File: src/hdl/swr_pkg.sv
package swr_pkg;
    localparam int TRUE_COLS   = 280;
    localparam int COLS        = TRUE_COLS + 1;
    localparam int ROWS        = 8;
    localparam int NIB_W       = 4;
    localparam int COL_W       = 9;
    localparam int BYTES_PER_COL = ROWS / 2;
    localparam int FRAME_PULSES  = COLS * BYTES_PER_COL;
    localparam int PIPE_FILL   = 4;
    localparam int CLK_NS      = 5;
    localparam int NOOE_NS     = 100;
    localparam int NOOE_CYC    = (NOOE_NS + CLK_NS - 1) / CLK_NS;
    localparam logic [NIB_W-1:0] DUMMY_ODD  = 4'he;
    localparam logic [NIB_W-1:0] DUMMY_EVEN = 4'h0;
    localparam logic [1:0] ROW_RST = 2'h0;
    localparam logic [COL_W-1:0] COL_RST = 9'h000;
    localparam logic STROBE_IDLE = 1'b1;
endpackage

File: src/hdl/swr_pair_if.sv
`timescale 1ns/1ps
interface swr_pair_if;
    import swr_pkg::*;
    logic [ROWS*NIB_W-1:0] column;
    logic [1:0]            rowPair;
    logic [NIB_W-1:0]      oddNib;
    logic [NIB_W-1:0]      evenNib;
    modport mux (input column, input rowPair, output oddNib, output evenNib);
    modport ctl (output column, output rowPair, input oddNib, input evenNib);
endinterface

File: src/hdl/swr_row_pick.sv
`timescale 1ns/1ps
module swr_row_pick
    import swr_pkg::*;
(
    swr_pair_if.mux pair
);
    // odd row 2k+1 sits at nibble 2k, even row 2k+2 at nibble 2k+1
    always_comb
    begin
        pair.oddNib  = pair.column[pair.rowPair*2*NIB_W +: NIB_W];
        pair.evenNib = pair.column[(pair.rowPair*2+1)*NIB_W +: NIB_W];
    end
endmodule

File: src/hdl/swr_readout.sv
`timescale 1ns/1ps
// Contract
// - select one of 281 columns at once
// - pick odd and even row together
// - two 4-bit pixels form one byte
// - pixel restore independent of digital reset
// - frame is 1124 strobes, restart low
// - sample on fall, output on rise
// - odd nibble odd row, bit3 msb
// - drive outputs only while enable low; dataOe here is set while outEnableN is high
module swr_readout
    import swr_pkg::*;
(
    // clock and reset
    input  wire logic                  clk,
    input  wire logic                  nrst,
    // host pins, synchronous to clk
    input  wire logic                  arrayRestart,
    input  wire logic                  pixelStrobe,
    input  wire logic                  outEnableN,
    // converter results of the selected column, nibble 2k odd row 2k+1
    input  wire logic [ROWS*NIB_W-1:0] columnPixels,
    // column select to the array, restore pulse to the pixels
    output logic      [COL_W-1:0]      columnSel,
    output logic                       pixelRestore,
    // data pins
    output logic      [NIB_W-1:0]      odd_pixel_nibble,
    output logic      [NIB_W-1:0]      even_pixel_nibble,
    output logic      [2*NIB_W-1:0]    dataOe
);
    typedef struct packed {
        logic             strobePrev;
        logic [COL_W-1:0] col;
        logic [1:0]       row;
        logic [NIB_W-1:0] sampOdd;
        logic [NIB_W-1:0] sampEven;
        logic [NIB_W-1:0] outOdd;
        logic [NIB_W-1:0] outEven;
        logic             restore;
    } swr_state_t;

    // strobe history starts at its parked level, so release shows no false rise;
    // limitation: a strobe held low across release reads as one fall
    localparam swr_state_t ST_RST = '{strobePrev: STROBE_IDLE, col: COL_RST, row: ROW_RST,
                                      default: '0};

    swr_state_t st_reg;
    swr_state_t st_next;
    swr_pair_if pair ();

    swr_row_pick u_pick
    (
        .pair (pair)
    );

    logic strobeFall;
    logic strobeRise;
    logic dummyCol;

    assign pair.column  = columnPixels;
    assign pair.rowPair = st_reg.row;
    assign strobeFall   = st_reg.strobePrev & ~pixelStrobe;
    assign strobeRise   = ~st_reg.strobePrev & pixelStrobe;
    assign dummyCol     = (st_reg.col == COL_W'(TRUE_COLS));

    always_comb
    begin
        st_next            = st_reg;
        st_next.strobePrev = pixelStrobe;
        st_next.restore    = 1'b0;
        if (arrayRestart)
        begin
            // restart parks the scan at column 0, row pair 0
            st_next.col = COL_RST;
            st_next.row = ROW_RST;
        end
        else if (strobeFall)
        begin
            // dummy column carries a fixed sync pattern
            st_next.sampOdd  = dummyCol ? DUMMY_ODD : pair.oddNib;
            st_next.sampEven = dummyCol ? DUMMY_EVEN : pair.evenNib;
            if (st_reg.row == 2'(BYTES_PER_COL - 1))
            begin
                st_next.row = ROW_RST;
                // column restore starts its next integration period
                st_next.restore = 1'b1;
                if (st_reg.col == COL_W'(COLS - 1))
                    st_next.col = COL_RST;
                else
                    st_next.col = st_reg.col + 1'b1;
            end
            else
                st_next.row = st_reg.row + 1'b1;
        end
        if (strobeRise)
        begin
            st_next.outOdd  = st_reg.sampOdd;
            st_next.outEven = st_reg.sampEven;
        end
    end

    // pixel restore follows the scan only; nrst merely clears the flop
    always_ff @(posedge clk or negedge nrst)
    begin
        if (!nrst)
            st_reg <= ST_RST;
        else
            st_reg <= st_next;
    end

    assign columnSel         = st_reg.col;
    assign pixelRestore      = st_reg.restore;
    assign odd_pixel_nibble  = st_reg.outOdd;
    assign even_pixel_nibble = st_reg.outEven;
    // dataOe follows outEnableN uninverted; all eight bits are set while outEnableN high
    assign dataOe            = {2*NIB_W{outEnableN}};

    // check bounds derived from the package, not new figures
    localparam logic [1:0]       LAST_PAIR = 2'(BYTES_PER_COL - 1);
    localparam logic [COL_W-1:0] LAST_COL  = COL_W'(COLS - 1);
endmodule

File: config.mk
export PLATFORM = sky130hd
export DESIGN_NAME = swr_readout
export DESIGN_NICKNAME = d
export VERILOG_FILES = /design/src/hdl/swr_pkg.sv /design/src/hdl/swr_pair_if.sv /design/src/hdl/swr_row_pick.sv /design/src/hdl/swr_readout.sv
export SDC_FILE = /design/constraint.sdc
export NUM_CORES = 1
export LEC_CHECK = 0
export ABC_AREA = 1
export ABC_CLOCK_PERIOD_IN_PS = 3390
export BUFFER_PORTS_ARGS = -buffer_cell sky130_fd_sc_hd__buf_2
export CORE_MARGIN = 2
export CORE_UTILIZATION = 39
export DETAILED_ROUTE_END_ITERATION = 7
export SYNTH_ARGS = -nofsm -noshare
export SYNTH_HDL_FRONTEND = slang
export SYNTH_SLANG_ARGS = --single-unit
File: constraint.sdc
create_clock -name clk -period 3.39 [get_ports clk]
set_input_delay 0.8475 -clock clk [delete_from_list [all_inputs] [get_ports clk]]
set_output_delay 0.8475 -clock clk [all_outputs]
set_load 0.02 [all_outputs]
## Yosys cells after proc, flatten, opt, wreduce, memory -nomap -nowiden

Index checks and enable logic that the tools add are counted.

| word-level totals | value |
|---|---|
| bits in registers | 29 |
| input bits | 37 |
| word-level logic and storage cells | 34 |

| cells by class | value |
|---|---|
| shift operators | 2 |
| equality and inequality tests | 2 |
| multiplexer cells | 10 |
| reduce and logical (&&, ||, !) cells | 4 |
| $add $sub $neg | 3 |
| bitwise operators | 5 |

Operators with widths:

| kind | count |
|---|---|
| $shiftx A32 B33 Y4 | 1 |
| $shiftx A32 B6 Y4 | 1 |
| $mux W19 | 1 |
| $mux W9 | 2 |
| $mux W11 | 1 |
| $add A9 B1 Y9 const B | 1 |
| $eq A9 B9 Y1 const B | 1 |
| $mux W4 | 2 |
| $add A3 B1 Y4 const B | 1 |
| $reduce_and A2 Y1 | 2 |
| $reduce_bool A2 Y1 | 2 |
| $mux W1 | 3 |
| $not A1 Y1 | 3 |
| $add A2 B1 Y2 const B | 1 |
| $and A1 B1 Y1 | 2 |
| $eq A2 B2 Y1 const B | 1 |
| $mux W2 | 1 |

## Depth between registers and ports, before layout

| depth | value |
|---|---|
| word-level depth | 5 |
| gate-level depth with buffers | 9 |

## Hierarchy

Synthesis repeated with hierarchy kept, for this count alone.

| unflattened totals | value |
|---|---|
| cell total of the unflattened synthesis | 284 |
| area, all modules | 2,040.7 um^2 |

Modules (own cells, without submodules):

| module | cells each | area an instance (um^2) | times used |
|---|---|---|---|
| swr_readout | 190 | 1,645.3 | 1 |
| swr_row_pick | 94 | 395.4 | 1 |

## Worst setup path after synthesis

OpenSTA, ideal clock, no wires.

| timing | value |
|---|---|
| path type | input to output |
| start point | input port outEnableN |
| end point | output port dataOe[0] |
| buffers on the path | 1 |
| slack | 1,561 ps |
| data required time | 2,543 ps |
| cell stages on the path | 1 |
| arrival | 981 ps |
| cells stage by stage | buf_4 |

RTL lines:

| element | RTL line | RTL |
|---|---|---|
| from (decl) | swr_readout.sv:20 | `input wire logic outEnableN,` |
| to (decl) | swr_readout.sv:29 | `output logic [2*NIB_W-1:0] dataOe` |

No word-level cell between the ends.

## Worst setup path after layout

| timing | value |
|---|---|
| start point | register st_reg, in the netlist columnSel[3] |
| end point | output port columnSel[3] |

RTL lines:

| element | RTL line | RTL |
|---|---|---|
| from (decl) | swr_readout.sv:47 | `swr_state_t st_reg;` |
| from (signal assigned) | swr_readout.sv:108 | `st_reg <= st_next;` |
| to (decl) | swr_readout.sv:24 | `output logic [COL_W-1:0] columnSel,` |

No word-level cell between the ends.

==> results.json <==
{
  "outcome": "finished clean",
  "max_freq_ghz": 0.552,
  "synthToLayoutAreaGrowth_pct": 9.62,
  "synthTopCellsByArea": "dfrtp_1 (39%), nand2_1 (16%), buf_4 (12%), nand3_1 (7.0%), inv_1 (5.0%)",
  "hold_class": "reg2reg",
  "ios": 63,
  "slew_headroom": 0.564,
  "p_comb_frac": 0.198,
  "maxSlewViolCount": 0,
  "start_util": 0.410,
  "dieArea_um2": 5160,
  "synth-seq-cells": 29,
  "grt_overflow": 0,
  "ys_seq_area_frac": 0.405,
  "clock_tree.root_cell": "clkbuf_8",
  "dieHeight_um": 71.9,
  "synth_top_area_frac": 0.390,
  "drc_errors": 0,
  "slowest_stage": "dfrtp_1",
  "seqPwrFrac": 0.474,
  "row_count": 24,
  "core_um2": 4380,
  "ys_types": 25,
  "seq_area_um2": 727,
  "gp_congestion": 0.785,
  "post_drt_wl_per_cell_um": 11.2,
  "vdd_drop_max_v": 0.000154,
  "synth_cells": 240,
  "cp-start-kind": "flip-flop",
  "hold_viol": 0,
  "grt_pass1_wl_um": 6210,
  "p_int_uw": 619,
  "multi_input_area_um2": 723,
  "switching_share": 0.285,
  "cpPeakStageDelay_ps": 470,
  "path_class": "reg2out",
  "cp_max_fo": 7,
  "ctsResizeCount": 0,
  "setup_tns_ps": 0,
  "routed_wl_um": 3590,
  "grt_max_degree": 30,
  "power.net_switching_uw": 247,
  "grt_pass1_vias": 1344,
  "synth_area_per_cell_um2": 7.48,
  "syn_nets": 280,
  "grt_setup_unrepaired": "no",
  "portBuffers": 53,
  "tightest_slew_ps": 654,
  "vias": 1478,
  "postCtsSetupBuffers": 0,
  "finalCritPeriodShare": 0.534,
  "cp_cell_sequence": "buf_2",
  "postLayoutCellArea_um2": 1970,
  "yosysWarnings": 0,
  "setup-violations-final": 0,
  "n_antenna_cell": 0,
  "clk_pin_slew_ps": 60,
  "drtPass1Iterations": 4,
  "drive_above_1_share": 0.250,
  "cts_max_level": 2,
  "via_per_inst": 4.62,
  "syn_area_um2": 1800,
  "layout.nets": 307,
  "pwr-share-clk": 0.329,
  "maxCapViolations": 0,
  "p_leak_nw": 1.07,
  "cp.buffers_inverters": 1,
  "crit_family": "flip-flops",
  "dp_hpwl_um": 2670,
  "clk_latency_ps": 270,
  "period_needed_ps": 1810,
  "clock_sinks": 29,
  "power_density_nw_per_um2": 440,
  "crit_arrival_ps": 960,
  "dieWidth_um": 71.9,
  "dpl_cell_area_um2": 1880,
  "fin_skew_ps": 4.51,
  "first_iter_violations": 72,
  "cts_tree": "done",
  "antenna_found_initial": 0,
  "ant_nets": 0,
  "worstPathRequired_ps": 2540,
  "yosys.area.top_type": "dfrtp_1",
  "cts_made_buffers": 5,
  "crit_path_end_kind": "output port",
  "clk_path_buf_depth": 2,
  "fillerInstances": 465,
  "grt_usage": 0.154,
  "hold_buffers": 0
}
per-stage QoR:
stage          power (mW)   util  std cells  setup WS [ps]  hold slack [ps]
5_1_grt             0.925  0.449        320           1490              513
4_1_cts             0.882  0.449        320           1580              489
2_1_floorplan       0.572      -        240           1560              460
6_report            0.866  0.449        320           1580              480
3_3_place_gp        0.589  0.428        312           1520              471
3_5_place_dp        0.591  0.428        312           1470              474
path summary, 6_finish.rpt:
path | from | endpoint | slack (ps) | depth (start not counted)
min in group asynchronous | nrst | st_reg[16]$_DFFE_PN0P_ | 600 | 1
min | even_pixel_nibble[3]$_DFFE_PN0P_ | even_pixel_nibble[3]$_DFFE_PN0P_ | 480 | 2
max reg2reg | pair.rowPair[0]$_DFFE_PN0P_ | columnSel[7]$_DFFE_PN0P_ | 1680 | 7
max in group asynchronous | nrst | st_reg[12]$_DFFE_PN0P_ | 2360 | 1
min reg2reg | even_pixel_nibble[3]$_DFFE_PN0P_ | even_pixel_nibble[3]$_DFFE_PN0P_ | 480 | 2
max | columnSel[3]$_DFFE_PN0P_ | columnSel[3] | 1580 | 1
layout make-up:
type                    instances  area share
repair buffers                 53       0.135
flip-flops and latches         29       0.369
multi-input cells             152       0.367
well taps                      52      0.0331
clock buffers                   8      0.0458
inverters                      26      0.0496
power groups by stage:
stage,combinational (mW),clock (mW),sequential (mW)
6_report,0.171,0.285,0.410
3_3_place_gp,0.173,0,0.416
5_1_grt,0.195,0.314,0.416
2_1_floorplan,0.165,0,0.407
4_1_cts,0.175,0.296,0.411
3_5_place_dp,0.174,0,0.417
kinds of logic (layout without fill, tap and decap cells):
kind of cell,after synthesis,in the layout,share of synthesized area
AND/OR/NAND/NOR,125,125,0.309
buffers and inverters,59,87,0.192
XOR/XNOR,1,1,0.00488
flip-flops,29,29,0.405
AO/OA/AOI/OAI,23,23,0.0683
adder cells (fa/ha/maj),3,3,0.0209
layout by cell type, fill, tap and decap left out, drive strengths merged, types with 3 or more instances in the layout:
cell type  instances
clkbuf             8
nand4              4
o22ai              4
buf               53
o21ai             14
nand3             25
dfrtp             28
inv               25
nand2             79
a21oi              4
nor2              15
ha                 3
per-layer routing:
layer,up-vias,track usage,wire (µm),share of wire
li1,787,-,-,-
met1,646,0.219,1840,0.51
met2,43,0.228,1480,0.41
met3,2,0.0338,234,0.065
met4,0,0.0650,40,0.011
met5,-,0,0,0
cell usage after synthesis:
| library cell | count |
|---|---|
| clkbuf_2 | 1 |
| nor2_4 | 2 |
| clkinv_1 | 1 |
| o21ai_1 | 8 |
| nand3_1 | 25 |
| buf_4 | 28 |
| or2_1 | 1 |
| nand2_1 | 75 |
| nand4_1 | 4 |
| o22ai_1 | 4 |
| o21ai_0 | 6 |
| nand2_4 | 3 |
| ha_1 | 3 |
| nand2_2 | 1 |
| a211oi_1 | 1 |
| inv_2 | 1 |
| dfrtp_1 | 28 |
| buf_6 | 2 |
| a21oi_1 | 4 |
| nor3_1 | 1 |
| nor2_1 | 13 |
| inv_1 | 24 |
| dfstp_2 | 1 |
| buf_2 | 2 |
| xor2_1 | 1 |
Note: power is estimated with default switching activity, not from simulation.
